--- src/core/gpb_params.svh ---
// Purpose: Register offsets, field positions and reset values of the GPIO ports block
// Assumes: Included by its bare name from the package and the port module
// Notes:   Definitions only; guarded against double inclusion
`ifndef GPB_PARAMS_SVH
`define GPB_PARAMS_SVH

// ----------------------------------------------------------------------------
// Register offsets
// ----------------------------------------------------------------------------
`define GPB_OFS_B_LATCH    8'h06
`define GPB_OFS_C_LATCH    8'h07
`define GPB_OFS_D_LATCH    8'h08
`define GPB_OFS_OPTIONS    8'h81
`define GPB_OFS_B_DIR      8'h86
`define GPB_OFS_C_DIR      8'h87
`define GPB_OFS_D_DIR      8'h88
`define GPB_OFS_CTRL_E     8'h89
`define GPB_OFS_IRQ_STAT   8'h8a
`define GPB_OFS_IRQ_MASK   8'h8b

// ----------------------------------------------------------------------------
// Reset values
// ----------------------------------------------------------------------------
`define GPB_RST_DIR        8'hff
`define GPB_RST_OPTIONS    8'hff
`define GPB_RST_DIR_E      3'h7
`define GPB_RST_CTRL_E     8'h07
`define GPB_RST_IRQ        3'h0

// ----------------------------------------------------------------------------
// Field positions and masks
// ----------------------------------------------------------------------------
`define GPB_BIT_PULLUP_N   7
`define GPB_BIT_EDGE_SEL   6
`define GPB_BIT_IBF        7
`define GPB_BIT_OBF        6
`define GPB_BIT_INPUT_BUFFER_OVERFLOW       5
`define GPB_BIT_MODE       4
`define GPB_CHANGE_PINS    8'hf0
`define GPB_IRQ_CHANGE     0
`define GPB_IRQ_EXT        1
`define GPB_IRQ_PSP        2

`endif

--- src/core/gpb_pkg.sv ---
// Purpose: Shared types of the GPIO ports block
// Assumes: gpb_params.svh holds all numeric constants
// Notes:   Pin bundles and strobe groups travel as packed structs
`include "gpb_params.svh"

package gpb_pkg;

    // ------------------------------------------------------------------------
    // Carriers
    // ------------------------------------------------------------------------
    // Output side of one 8-bit port
    typedef struct packed {
        logic [7:0] drive;   // Value driven while enabled
        logic [7:0] oe;      // High while the pin is driven
    } gpb_pin_s;

    // Register port request
    typedef struct packed {
        logic [7:0] addr;    // Register offset
        logic [7:0] wdata;   // Write data
        logic       wr;      // One-cycle write strobe
        logic       rd;      // One-cycle read strobe
    } gpb_bus_s;

    // Slave port strobes from the port E control logic, all active low
    typedef struct packed {
        logic rdN;
        logic wrN;
        logic csN;
    } gpb_psp_s;

    // Slave port access tracking
    typedef enum logic [1:0] {
        PSP_IDLE,
        PSP_WRITE,
        PSP_READ
    } gpb_psp_e;

endpackage

--- src/core/gpb_ports.sv ---
// Purpose: Ports B, C and D with direction control, change and edge interrupts,
//          pull-up control and the parallel slave data port on port D
// Assumes: Pin inputs are synchronous to mclk; rst_n is power-on/brown-out
// Notes:   Data latches carry no reset so they keep their value on other resets
`include "gpb_params.svh"

module gpb_ports (
    input  wire logic             mclk,            // Core clock, 100 MHz
    input  wire logic             rst_n,           // Power-on / brown-out reset
    input  wire logic             otherRst,        // Synchronous reset of other sources
    input  wire gpb_pkg::gpb_bus_s bus,            // Register port request
    output      logic [7:0]       rdata,           // Read data, cycle after strobe
    output      logic             irq,             // Level interrupt
    input  wire logic [7:0]       pinBIn,          // Port B pin levels
    output      gpb_pkg::gpb_pin_s pinB,           // Port B drive and enable
    output      logic [7:0]       pullupB,         // Port B weak pull-up on
    output      logic             schmittB0,       // Pin B0 Schmitt select
    output      logic [1:0]       schmittB76,      // Pins B7/B6 Schmitt select
    input  wire logic             progMode,        // Serial programming mode
    input  wire logic             progDataOut,     // Programming data to drive
    input  wire logic             progDataOe,      // Programming data drive enable
    output      logic             progClock,       // Synchronised programming clock
    output      logic             progData,        // Synchronised programming data
    input  wire logic [7:0]       pinCIn,          // Port C pin levels
    output      gpb_pkg::gpb_pin_s pinC,           // Port C drive and enable
    input  wire logic [7:0]       pinDIn,          // Port D pin levels
    output      gpb_pkg::gpb_pin_s pinD,           // Port D drive and enable
    output      logic             ttlD,            // Port D TTL threshold select
    input  wire gpb_pkg::gpb_psp_s parallel_slave_port,            // Slave port strobes
    output      logic             slavePortMode,   // Slave port mode to port E logic
    output      logic [2:0]       dirE             // Port E directions
);
    import gpb_pkg::*;

    // ------------------------------------------------------------------------
    // Decoding helpers
    // ------------------------------------------------------------------------
    // True when a write strobe targets the given offset
    function automatic logic wrHit(input gpb_bus_s b, input logic [7:0] ofs);
        wrHit = b.wr && (b.addr == ofs);
    endfunction

    // True when a read strobe targets the given offset
    function automatic logic rdHit(input gpb_bus_s b, input logic [7:0] ofs);
        rdHit = b.rd && (b.addr == ofs);
    endfunction

    // ------------------------------------------------------------------------
    // State
    // ------------------------------------------------------------------------
    logic [7:0] latchB_r;       // Port B output latch
    logic [7:0] latchC_r;       // Port C output latch
    logic [7:0] latchD_r;       // Port D output latch
    logic [7:0] dirB_r;         // Port B direction, 1 = input
    logic [7:0] dirC_r;         // Port C direction
    logic [7:0] dirD_r;         // Port D direction
    logic [7:0] options_r;      // Pull-up and edge options
    logic [2:0] dirE_r;         // Port E directions
    logic       mode_r;         // Slave port mode
    logic       ibf_r;          // Input buffer full
    logic       obf_r;          // Output buffer full
    logic       input_buffer_overflow_r;         // Input buffer overflow
    logic [7:0] inBuf_r;        // Word written by external master
    logic [7:0] stage_r;        // Data sampled during external write
    logic [7:0] syncB1_r;       // First synchroniser stage
    logic [7:0] syncB2_r;       // Second synchroniser stage
    logic [7:0] oldB_r;         // Port B value at last access
    logic       prevB0_r;       // Pin B0 one cycle back
    logic [2:0] irqStat_r;      // Sticky event bits
    logic [2:0] irqMask_r;      // Event enables
    gpb_psp_e   pspState_r;     // Slave port access state
    gpb_psp_e   pspState_nxt;

    logic       pullupEnN;      // Global pull-up enable, active low
    logic       edgeRise;       // External interrupt on rising edge
    logic       mismatch;       // Any input pin B7..B4 changed
    logic       extEdge;        // Selected edge on pin B0
    logic       pspActive;      // External strobe chip-selected
    logic       pspWrDone;      // External write finished, one cycle
    logic       pspRdDone;      // External read finished, one cycle
    logic       pspReadNow;     // External read in progress
    logic [7:0] ctrlE;          // Control E as read
    logic [2:0] irqEvents;      // Events of this cycle
    logic       cpuRdD;         // Core reads port D
    logic       cpuWrD;         // Core writes port D

    assign pullupEnN = options_r[`GPB_BIT_PULLUP_N];
    assign edgeRise  = options_r[`GPB_BIT_EDGE_SEL];
    assign cpuRdD    = rdHit(bus, `GPB_OFS_D_LATCH);
    assign cpuWrD    = wrHit(bus, `GPB_OFS_D_LATCH);
    // Bit 3 reads as zero
    assign ctrlE = {ibf_r, obf_r, input_buffer_overflow_r, mode_r, 1'b0, dirE_r};

    // ------------------------------------------------------------------------
    // Data latches
    // ------------------------------------------------------------------------
    // No reset here: unknown after power-up, untouched by any other reset
    // latches keep contents
    always_ff @(posedge mclk) begin
        if (wrHit(bus, `GPB_OFS_B_LATCH)) begin
            latchB_r <= bus.wdata;
        end
        if (wrHit(bus, `GPB_OFS_C_LATCH)) begin
            latchC_r <= bus.wdata;
        end
        if (cpuWrD) begin
            latchD_r <= bus.wdata;
        end
    end

    // ------------------------------------------------------------------------
    // Direction and option registers
    // ------------------------------------------------------------------------
    // directions reset inputs
    always_ff @(posedge mclk or negedge rst_n) begin
        if (!rst_n) begin
            dirB_r    <= `GPB_RST_DIR;
            dirC_r    <= `GPB_RST_DIR;
            dirD_r    <= `GPB_RST_DIR;
            options_r <= `GPB_RST_OPTIONS;
        end else if (otherRst) begin
            dirB_r    <= `GPB_RST_DIR;
            dirC_r    <= `GPB_RST_DIR;
            dirD_r    <= `GPB_RST_DIR;
            options_r <= `GPB_RST_OPTIONS;
        end else begin
            if (wrHit(bus, `GPB_OFS_B_DIR)) begin
                dirB_r <= bus.wdata;
            end
            if (wrHit(bus, `GPB_OFS_C_DIR)) begin
                dirC_r <= bus.wdata;
            end
            if (wrHit(bus, `GPB_OFS_D_DIR)) begin
                dirD_r <= bus.wdata;
            end
            if (wrHit(bus, `GPB_OFS_OPTIONS)) begin
                options_r <= bus.wdata;
            end
        end
    end

    // ------------------------------------------------------------------------
    // Control E: mode, directions and buffer flags
    // ------------------------------------------------------------------------
    // Flags set by the slave port win over a core clear in the same cycle
    // control E reset
    always_ff @(posedge mclk or negedge rst_n) begin
        if (!rst_n) begin
            dirE_r <= `GPB_RST_DIR_E;
            mode_r <= 1'b0;
            ibf_r  <= 1'b0;
            obf_r  <= 1'b0;
            input_buffer_overflow_r <= 1'b0;
        end else if (otherRst) begin
            dirE_r <= `GPB_RST_DIR_E;
            mode_r <= 1'b0;
            ibf_r  <= 1'b0;
            obf_r  <= 1'b0;
            input_buffer_overflow_r <= 1'b0;
        end else begin
            if (wrHit(bus, `GPB_OFS_CTRL_E)) begin
                dirE_r <= bus.wdata[2:0];
                mode_r <= bus.wdata[`GPB_BIT_MODE];
            end
            // Input buffer: set on external write, cleared by core read
            if (pspWrDone) begin
                ibf_r <= 1'b1;
            end else if (cpuRdD && mode_r) begin
                ibf_r <= 1'b0;
            end
            // Output buffer: set by core write, cleared by external read
            if (cpuWrD && mode_r) begin
                obf_r <= 1'b1;
            end else if (pspRdDone) begin
                obf_r <= 1'b0;
            end
            // Overflow is cleared only by software
            if (pspWrDone && ibf_r) begin
                input_buffer_overflow_r <= 1'b1;
            end else if (wrHit(bus, `GPB_OFS_CTRL_E)) begin
                input_buffer_overflow_r <= bus.wdata[`GPB_BIT_INPUT_BUFFER_OVERFLOW];
            end
        end
    end

    // ------------------------------------------------------------------------
    // Slave port access tracking
    // ------------------------------------------------------------------------
    assign pspActive  = mode_r && !parallel_slave_port.csN;
    assign pspReadNow = pspActive && !parallel_slave_port.rdN;

    // Next state of the access tracker
    always_comb begin
        pspState_nxt = pspState_r;
        case (pspState_r)
            PSP_IDLE: begin
                if (pspActive && !parallel_slave_port.wrN) begin
                    pspState_nxt = PSP_WRITE;
                end else if (pspReadNow) begin
                    pspState_nxt = PSP_READ;
                end
            end
            PSP_WRITE: begin
                if (!(pspActive && !parallel_slave_port.wrN)) begin
                    pspState_nxt = PSP_IDLE;
                end
            end
            PSP_READ: begin
                if (!pspReadNow) begin
                    pspState_nxt = PSP_IDLE;
                end
            end
            default: begin
                pspState_nxt = PSP_IDLE;
            end
        endcase
    end

    // Accesses complete when their strobe or select goes away
    assign pspWrDone = (pspState_r == PSP_WRITE) && (pspState_nxt == PSP_IDLE);
    assign pspRdDone = (pspState_r == PSP_READ) && (pspState_nxt == PSP_IDLE);

    // Tracker register
    always_ff @(posedge mclk or negedge rst_n) begin
        if (!rst_n) begin
            pspState_r <= PSP_IDLE;
        end else begin
            pspState_r <= pspState_nxt;
        end
    end

    // Sample the bus while the write strobe stands; load the buffer at its end
    // pin n is data bit n
    always_ff @(posedge mclk or negedge rst_n) begin
        if (!rst_n) begin
            stage_r <= 8'h00;
            inBuf_r <= 8'h00;
        end else begin
            if (pspActive && !parallel_slave_port.wrN) begin
                stage_r <= pinDIn;
            end
            if (pspWrDone) begin
                inBuf_r <= stage_r;
            end
        end
    end

    // ------------------------------------------------------------------------
    // Port B synchroniser, change and edge detection
    // ------------------------------------------------------------------------
    // First stage feeds only the second stage
    // two-stage synchroniser
    always_ff @(posedge mclk or negedge rst_n) begin
        if (!rst_n) begin
            syncB1_r <= 8'h00;
            syncB2_r <= 8'h00;
            prevB0_r <= 1'b0;
        end else begin
            syncB1_r <= pinBIn;
            syncB2_r <= syncB1_r;
            prevB0_r <= syncB2_r[0];
        end
    end

    // Reference value is taken on every core read or write of port B
    always_ff @(posedge mclk or negedge rst_n) begin
        if (!rst_n) begin
            oldB_r <= 8'h00;
        end else if (rdHit(bus, `GPB_OFS_B_LATCH) || wrHit(bus, `GPB_OFS_B_LATCH)) begin
            oldB_r <= syncB2_r;
        end
    end

    assign mismatch = |((syncB2_r ^ oldB_r) & dirB_r & `GPB_CHANGE_PINS);
    assign extEdge  = edgeRise ? (syncB2_r[0] && !prevB0_r) : (!syncB2_r[0] && prevB0_r);

    // ------------------------------------------------------------------------
    // Interrupt status and mask
    // ------------------------------------------------------------------------
    always_comb begin
        irqEvents                  = 3'h0;
        irqEvents[`GPB_IRQ_CHANGE] = mismatch;
        irqEvents[`GPB_IRQ_EXT]    = extEdge;
        irqEvents[`GPB_IRQ_PSP]    = pspWrDone;
    end

    // Read clears; an event in the same cycle keeps its bit set.
    // A standing mismatch keeps re-setting the change bit until port B is read or written.
    always_ff @(posedge mclk or negedge rst_n) begin
        if (!rst_n) begin
            irqStat_r <= `GPB_RST_IRQ;
            irqMask_r <= `GPB_RST_IRQ;
        end else if (otherRst) begin
            irqStat_r <= `GPB_RST_IRQ;
            irqMask_r <= `GPB_RST_IRQ;
        end else begin
            if (rdHit(bus, `GPB_OFS_IRQ_STAT)) begin
                irqStat_r <= irqEvents;
            end else begin
                irqStat_r <= irqStat_r | irqEvents;
            end
            if (wrHit(bus, `GPB_OFS_IRQ_MASK)) begin
                irqMask_r <= bus.wdata[2:0];
            end
        end
    end

    assign irq = |(irqStat_r & irqMask_r);

    // ------------------------------------------------------------------------
    // Read data
    // ------------------------------------------------------------------------
    // Answer stands one cycle only; unmapped offsets read zero
    // port reads return pin levels, except port D in slave mode, which returns the input buffer
    always_ff @(posedge mclk or negedge rst_n) begin
        if (!rst_n) begin
            rdata <= 8'h00;
        end else if (bus.rd) begin
            case (bus.addr)
                `GPB_OFS_B_LATCH:  rdata <= syncB2_r;
                `GPB_OFS_C_LATCH:  rdata <= pinCIn;
                `GPB_OFS_D_LATCH:  rdata <= mode_r ? inBuf_r : pinDIn;
                `GPB_OFS_OPTIONS:  rdata <= options_r;
                `GPB_OFS_B_DIR:    rdata <= dirB_r;
                `GPB_OFS_C_DIR:    rdata <= dirC_r;
                `GPB_OFS_D_DIR:    rdata <= dirD_r;
                `GPB_OFS_CTRL_E:   rdata <= ctrlE;
                `GPB_OFS_IRQ_STAT: rdata <= {5'h00, irqStat_r};
                `GPB_OFS_IRQ_MASK: rdata <= {5'h00, irqMask_r};
                default:           rdata <= 8'h00;
            endcase
        end else begin
            rdata <= 8'h00;
        end
    end

    // ------------------------------------------------------------------------
    // Pin drivers and buffer selects
    // ------------------------------------------------------------------------
    // Programming data overrides pin B7 only while programming logic drives it
    // programming pins
    always_comb begin
        pinB.drive = latchB_r;
        pinB.oe    = ~dirB_r;
        if (progMode && progDataOe) begin
            pinB.drive[7] = progDataOut;
            pinB.oe[7]    = 1'b1;
        end
    end
    assign progClock  = syncB2_r[6];
    assign progData   = syncB2_r[7];
    assign schmittB76 = {progMode, progMode};
    // Pin B0 Schmitt select only while the external interrupt is enabled
    assign schmittB0  = irqMask_r[`GPB_IRQ_EXT];

    assign pullupB = pullupEnN ? 8'h00 : dirB_r;

    assign pinC.drive = latchC_r;
    assign pinC.oe    = ~dirC_r;

    // slave mode drives only during reads
    assign pinD.drive = latchD_r;
    assign pinD.oe    = mode_r ? (pspReadNow ? 8'hff : 8'h00) : ~dirD_r;

    assign ttlD          = mode_r;
    assign slavePortMode = mode_r;
    assign dirE          = dirE_r;
endmodule

--- config.mk ---
export PLATFORM = sky130hd
export DESIGN_NAME = gpb_ports
export DESIGN_NICKNAME = d
export VERILOG_FILES = /design/src/core/gpb_pkg.sv /design/src/core/gpb_ports.sv
export VERILOG_INCLUDE_DIRS = /design/src /design/src/core
export SDC_FILE = /design/constraint.sdc
export NUM_CORES = 1
export LEC_CHECK = 0
export BUFFER_PORTS_ARGS = -buffer_cell sky130_fd_sc_hd__buf_2
export CAP_MARGIN = 0
export CELL_PAD_IN_SITES_DETAIL_PLACEMENT = 1
export CELL_PAD_IN_SITES_GLOBAL_PLACEMENT = 1
export CORE_ASPECT_RATIO = 0.75
export CORE_MARGIN = 2
export CORE_UTILIZATION = 27
export DETAILED_ROUTE_END_ITERATION = 6
export PLACE_DENSITY_LB_ADDON = 0.3
export SYNTH_ARGS = -nofsm -noshare
export SYNTH_HDL_FRONTEND = slang
export SYNTH_SLANG_ARGS = --single-unit
--- constraint.sdc ---
create_clock -name mclk -period 3.44 [get_ports mclk]
set_input_delay 0.688 -clock mclk [delete_from_list [all_inputs] [get_ports mclk]]
set_output_delay 0.688 -clock mclk [all_outputs]
set_load 0.01 [all_outputs]
# After elaboration in Yosys (flattened, before gate mapping)
# Cells that the tools add are included.
# classes
eq_ne,12
mux,39
bitwise_logic,7
n_reduce_logical,42
# op_table
cell,n
$mux W8,13
$pmux W8 S10,1
$eq A8 B8 Y1 const B,7
$not A8 Y8,3
$logic_and A1 B1 Y1,23
$mux W3,6
$eq A8 B3 Y1 const B,2
$mux W1,14
$reduce_bool A2 Y1,6
$reduce_bool A3 Y1,3
$and A8 B8 Y8,1
$eq A8 B4 Y1 const B,1
$mux W2,4
$xor A8 B8 Y8,1
$pmux W2 S3,1
$logic_not A1 Y1,5
$logic_not A2 Y1,2
$reduce_or A4 Y1,1
$and A3 B3 Y3,1
$or A3 B3 Y3,1
$reduce_or A3 Y1,1
$eq A2 B1 Y1 const B,1
$eq A2 B2 Y1 const B,1
$logic_or A1 B1 Y1,1
# totals
ff_bits,120
inputBits,51
output_inout_bits,75
word_cells,122

# Logic depth before layout (Yosys ltp)
# Gate-level depths: netlist of run 1.
# depth
depth_word,11
ltp_mapped,7
ltp_nobuf,5

# Worst setup path after synthesis of run 1
# Ideal clock, no wire load.
# synth_path
kind,input to register
from,input bus[12] (netlist name)
to,register latchC_r[0] (enable)
setup_ns,0.395
t_arrival_ns,1.981
t_required_ns,3.045
slack_ns,1.065
cell_stages,4
path_buffers,1
cell_sequence,buf_4 > and2_2 > nand2_1 > nor4_1
# synth_via
elab_chain_cells,2
# synth_rtl
element,line,text
"start, declared",gpb_ports.sv:11,"input wire gpb_pkg::gpb_bus_s bus,"
$eq A8 B3 Y1,gpb_ports.sv:40,wrHit = b.wr && (b.addr == ofs);
$logic_and A1 B1 Y1,gpb_ports.sv:40,
"end signal, assigned",gpb_ports.sv:104,latchC_r <= bus.wdata;
"end, declared",gpb_ports.sv:52,logic [7:0] latchC_r;
# Every way passes these cells.
# A chain may end at the register's enable or synchronous reset.

==> results of run 1 <==
## where the power goes
| group | total, W | internal [W] | switching (W) | leakage (nW) |
|---|---|---|---|---|
| registers | 0.00144 | 0.00143 | 0.0000125 | 1.34 |
| logic | 0.000201 | 0.0000690 | 0.000132 | 1.53 |
| clock network | 0.00159 | 0.000979 | 0.000611 | 0.251 |
## registers in the layout, indices dropped and copies added, names as in the netlist, 4 cells and up
name,cells
dirD_r,8
dirB_r,8
syncB1_r,8
latchB_r,8
dirC_r,8
inBuf_r,8
stage_r,8
oldB_r,4
latchC_r,8
rdata,8
syncB2_r,8
options_r,8
latchD_r,8
## metal layers
layer | share of wire [%] | global-route usage (%) | up-vias
li1 | - | - | 1901
met1 | 45 | 24.46 | 2141
met2 | 46 | 26.20 | 138
met3 | 6.8 | 4.840 | 22
met4 | 1.8 | 5.325 | 0
met5 | 0 | 0 | -
## kinds of logic (layout without fill, tap and decap cells)
logic type / after synthesis / count (layout) / synth area share (%)
buffers and inverters: 52 / 183 / 5.152
muxes: 45 / 45 / 9.021
DFF: 116 / 116 / 57.13
AOI/OAI and AO/OA: 83 / 83 / 10.65
and+or+nand+nor: 168 / 168 / 17.39
xor gates and xnor gates: 4 / 4 / 0.6526
## path summary, 6_finish.rpt
path | start | endpoint | slack, ns | depth (start not counted)
min in group asynchronous | rst_n | syncB1_r[1] | 0.45 | 1
max | parallel_slave_port[2] | pinD[7] | 1.00 | 4
max in group asynchronous | rst_n | options_r[4] | 2.13 | 2
max reg2reg | slavePortMode | inBuf_r[5] | 1.46 | 6
min | syncB1_r[2] | syncB2_r[2] | 0.35 | 0
min reg2reg | syncB1_r[2] | syncB2_r[2] | 0.35 | 0
## through the flow
| stage | instances | setup WS (ns) |
|---|---|---|
| after floorplan | 468 | 1.065 |
| after global routing | 852 | 0.9373 |
| final | 852 | 1.005 |
| after detailed placement | 820 | 0.6980 |
| after global placement | 820 | 0.8152 |
| after CTS | 852 | 0.9979 |
## cells in the final DEF, fill, tap and decap left out, types with 11 or more instances in the layout
| cell type | instances |
|---|---|
| buf_2 | 124 |
| nand2_1 | 58 |
| dfrtp_1 | 57 |
| dfstp_2 | 35 |
| nor2_1 | 31 |
| mux2_2 | 27 |
| edfxtp_1 | 24 |
| nand3b_1 | 21 |
| mux2i_1 | 18 |
| inv_1 | 17 |
| a211o_1 | 17 |
| clkbuf_16 | 17 |
| o21ai_0 | 16 |
| nor2b_1 | 13 |
| nand3_1 | 13 |
| a21oi_1 | 13 |
| a22oi_1 | 11 |
## cell type report
type | count | area [um^2] | share of cell area, %
flip-flops and latches | 116 | 3067 | 45.73
multi-input cells | 300 | 2036 | 30.35
repair buffers | 134 | 695.7 | 10.37
clock buffers | 21 | 440.4 | 6.567
well taps | 253 | 316.6 | 4.720
clock inverters | 11 | 87.58 | 1.306
inverters | 17 | 63.81 | 0.9515
## critical path, stage by stage
cell     delay (ns)
buf_2          0.09
or3b_2         0.57
o21ai_0        0.19
buf_2          0.20
==> out/metrics.cfg, run 1 <==
[floorplan]
start_util_pct = 27.62
io_pins = 126
die_y_um = 126.1
core.rowCount = 44
dieArea_mm2 = 0.02104
die_w_um = 166.8
core_area_mm2 = 0.01943

[logic_synthesis]
yosys-top-cells-area = dfrtp_1, dfstp_2, edfxtp_1
synthArstFlopShare_pct = 79.31
synth_ff_type = dfrtp_1
yosys_warnings = 0
synth.most_common_cell = nand2_1
synth_common_cells = nand2_1, dfrtp_1, dfstp_2, nor2_1, mux2_2
syn_inst = 468
syn-cell-area_mm2 = 0.005368
synth_top_cell_by_area = dfrtp_1
ys_seq_elements = 116
yosys.area.top_type_share_pct = 26.57
synth_nets = 519
synth-edff-count = 24
ys_types = 51
avgSynthCellArea_um2 = 11.47
ys_seq_area_share_pct = 57.13

[sta]
hold_ws_ns = 0.3480
drv_slew = 0
setup_violations = 0
setup_tns_ns = 0
fin_crit_ns = 2.436
fmax_ghz = 0.4106
slew_headroom_pct = 29.21
finalHoldViolations = 0
worst_slew_pin_slew_ns = 1.062
rsz0062_at_grt = no
timing.final.crit_share_pct = 70.80
clock_skew_ns = 0.01213

[setup_path]
crit_arrival_ns = 1.75
path_class = in2out
cp-end-kind = primary output
cp_max_fo = 10
required_ns = 2.75
cp-start-kind = primary input

[job]
drv_cap = 0

[cells_and_area]
final_util_pct = 34.51
fin_area_mm2 = 0.006706
fill_cells = 2175
fin_nets = 637
layout-drive-gt1-share_pct = 39.23
area_growth_pct = 24.94
antenna-diode-count = 0

[placed_design]
dp.final_hpwl_um = 12870
io_buffers = 125
post_dp_cell_area_mm2 = 0.006178
globalplace.congestion = 0.8974

[pwr]
peakVddDrop_mv = 0.2720
power_w = 0.003229
power_leakage_nw = 3.116
power_density_mw_per_mm2 = 481.5

[routing]
vias_per_cell = 4.932
drtPass1Iterations = 4
num_vias = 4202
drtIter0Drc = 332
drt-total-wl_um = 17740
antenna_left = 0
wire_per_inst_um = 20.82
drcViolationCount = 0

[cts]
htreeDepth = 4
clkTransAtPathRegs_ns = 0.05
cts_sinks = 116
ctsResizeCount = 0
clk_path_buf_depth = 2
cts_hold_buf = 0
cts_inserted_buffers = 17
clk-insertion-delay-late_ns = 0.41
cts_tree = done
post-cts-setup-buffers = 0
root_buffer = clkbuf_16

[global_route]
grt_usage_pct = 17.43
grt_pass1_wl_um = 27370
grt_overflow = 0
antenna_found_initial = 0
grt_pass1_vias = 4540
grt_max_degree = 83

[outcome]
outcome = finished, final reports clean

[min_path]
hold_path.class = reg2reg

No activity file was read; power rests on OpenSTA's default activity.
==> run 2, diff against run 1 <==
- ABC_AREA: default -> 1
- clock period: 3.44 -> 2.1 ns (I/O delays scaled with it)
==> out/metrics.cfg, run 2 <==
[sta]
drv_slew = 0
timing.final.crit_share_pct = 92.96
worst_slew_pin_slew_ns = 0.7228
setup_violations = 0
fin_crit_ns = 1.952
setup_tns_ns = 0
finalHoldViolations = 0
clock_skew_ns = 0.008310
fmax_ghz = 0.5123
setup_ws_ns = 0.1479
slew_headroom_pct = 51.44
rsz0062_at_grt = no

[global_route]
grt_pass1_wl_um = 27590
grt_max_degree = 53
grt_usage_pct = 17.46
grt_pass1_vias = 4880
antenna_found_initial = 0
grt_overflow = 0

[setup_path]
rrSetupSlack_ns = 0.43
crit_chain = nand3b_1 > buf_4 > o21ai_0 > buf_2
required_ns = 1.68
cp_max_fo = 10
r2r_cells = 7
slowest_delay_ns = 0.52
reg2reg_from = slavePortMode
path_class = reg2out
crit_start = slavePortMode
cp-start-kind = register
crit_arrival_ns = 1.53
r2r_end = rdata[5]
cp-end-kind = primary output
crit_slowest_cell = dfrtp_1

[routing]
drtIter0Drc = 259
wire_per_inst_um = 17.86
drcViolationCount = 0
vias_per_cell = 4.624
antenna_left = 0
drt-total-wl_um = 17400
drtPass1Iterations = 5
num_vias = 4504

[logic_synthesis]
synth_common_cells = nand2_1, nand3_1, nor2_1, inv_1, dfrtp_1
synthArstFlopShare_pct = 79.31
synthMuxAreaShare_pct = 1.905
synth_nets = 625
syn_inst = 574
synth_top_cell_by_area = dfrtp_1
yosys_warnings = 0
synth_top_family_by_area = simple AND/OR/NAND/NOR gates
synth.most_common_cell = nand2_1
synth-edff-count = 24
yosys-top-cells-area = dfrtp_1, dfstp_2, edfxtp_1
ys_seq_elements = 116
ys_types = 30
ys_seq_area_share_pct = 57.64
syn-cell-area_mm2 = 0.005320
synth_ff_type = dfrtp_1
synth_simple_gate_area_share_pct = 22.25
avgSynthCellArea_um2 = 9.268
synth_xor_area_share_pct = 0
synth_compound_area_share_pct = 9.431
synthAdderAreaFrac_pct = 0
yosys.area.top_type_share_pct = 26.81

[cells_and_area]
antenna-diode-count = 0
final_common_cell = buf_2
final_cell_mix = buf_2, nand2_1, nand3_1
fill_cells = 2268
fin_nets = 759
area_growth_pct = 29.99
layout-drive-gt1-share_pct = 34.54

[pwr]
clockPowerShare_pct = 50.4
switching_power_w = 0.001523
p_comb_share_pct = 9.5
p_int_w = 0.005127
p_seq_share_pct = 40.1
peakVddDrop_mv = 0.3763
power_leakage_nw = 3.308
power_w = 0.006650
power_density_mw_per_mm2 = 961.6
swShare_pct = 22.90

[min_path]
holdPathStages = 1
whs_endpoint = syncB1_r[1]
hold_path.class = in2reg
hold_path.startpoint = pinBIn[1]

[floorplan]
start_util_pct = 27.53
dieArea_mm2 = 0.02085
die_y_um = 125.6
core_area_mm2 = 0.01932
core.rowCount = 44
io_pins = 126
die_w_um = 166.1

[job]
drv_cap = 0

[cts]
clkTransAtPathRegs_ns = 0.06
root_buffer = clkbuf_16
clk_path_buf_depth = 2
clk-insertion-delay-late_ns = 0.41
htreeDepth = 4
cts_sinks = 116
cts_inserted_buffers = 17
cts_tree = done

[placed_design]
dp_worst_setup_slack_ns = 0.1704
globalplace.congestion = 0.8408
io_buffers = 125
dp.final_hpwl_um = 13230

[outcome]
outcome = finished, final reports clean

-- run 2: changes by cell type after synthesis, sizes merged, moves of 13 or more --
| cell | delta |
|---|---|
| mux2i | -18 |
| nor2 | +41 |
| nand3 | +66 |
| o21ai | +43 |
| a21oi | +23 |
| nor2b | -13 |
| mux2 | -18 |
| inv | +52 |
| nand3b | -20 |
| a211o | -17 |
| nand2 | +37 |
-- run 2: logic make-up (layout without fill, tap and decap cells) --
group | Yosys count | count (layout)
flops | 116 | 116
mux | 9 | 9
simple gates | 255 | 255
compound gates | 96 | 96
buf+inv | 98 | 245
-- run 2: worst max-delay path by stage --
| stage | depth (start not counted) | endpoint |
|---|---|---|
| 6_report | 4 | pinD[2] |
| 5_1_grt | 4 | pinD[2] |
| 4_1_cts | 3 | pinD[1] |
| 3_5_place_dp | 9 | rdata[5] |
| 3_3_place_gp | 9 | rdata[4] |
| 2_1_floorplan | 3 | latchC_r[0] |
-- run 2: timing repair --
item,in CTS,in global routing
endpoints found under the setup margin,8,0
hold endpoints to repair,9,0
setup buffers,1,0
resized for setup,0,0
hold buffers,1,0
-- run 2: final cells by class --
class	count	area, um^2	share of cell area (%)
Sequential cell	116	3067	44.35
Tap cell	253	316.6	4.578
Inverter	69	261.5	3.781
Clock inverter	9	197.7	2.859
Multi-Input combinational cell	360	1787	25.84
Timing Repair Buffer	144	798.3	11.54
Clock buffer	23	488.0	7.056
-- run 2: power groups by stage --
stage          Sequential, W  Combinational (W)  Clock (W)
4_1_cts              0.00267           0.000643    0.00341
6_report             0.00266           0.000632    0.00335
5_1_grt              0.00269           0.000716    0.00351
3_3_place_gp         0.00269           0.000616          0
2_1_floorplan        0.00265           0.000364          0
3_5_place_dp         0.00270           0.000637          0
-- run 2: worst max-delay path, delay by kind of cell, from the launching register on --
| family | cells | cell delay, ns |
|---|---|---|
| AOI/OAI and AO/OA | 1 | 0.11 |
| buffers and inverters | 2 | 0.37 |
| DFF | 1 | 0.52 |
| and+or+nand+nor | 1 | 0.12 |
-- run 2: metal layers --
layer	track usage, %	up-vias	share of wire [%]
met3	4.368	20	5.6
met4	5.371	0	1.3
met1	23.74	2223	47
li1	-	2139	-
met2	27.53	122	46
met5	0	-	0
-- run 2: per-stage QoR --
| stage | cells | util [%] | hold WS (ns) | cell area, um^2 |
|---|---|---|---|---|
| 2_1_floorplan | 574 | - | 0.1244 | 5320 |
| 3_3_place_gp | 940 | 32.15 | 0.3197 | 6212 |
| 3_5_place_dp | 940 | 32.15 | 0.3203 | 6212 |
| 4_1_cts | 974 | 35.79 | 0.09555 | 6915 |
| 5_1_grt | 974 | 35.79 | 0.09465 | 6915 |
| 6_report | 974 | 35.79 | 0.1102 | 6915 |
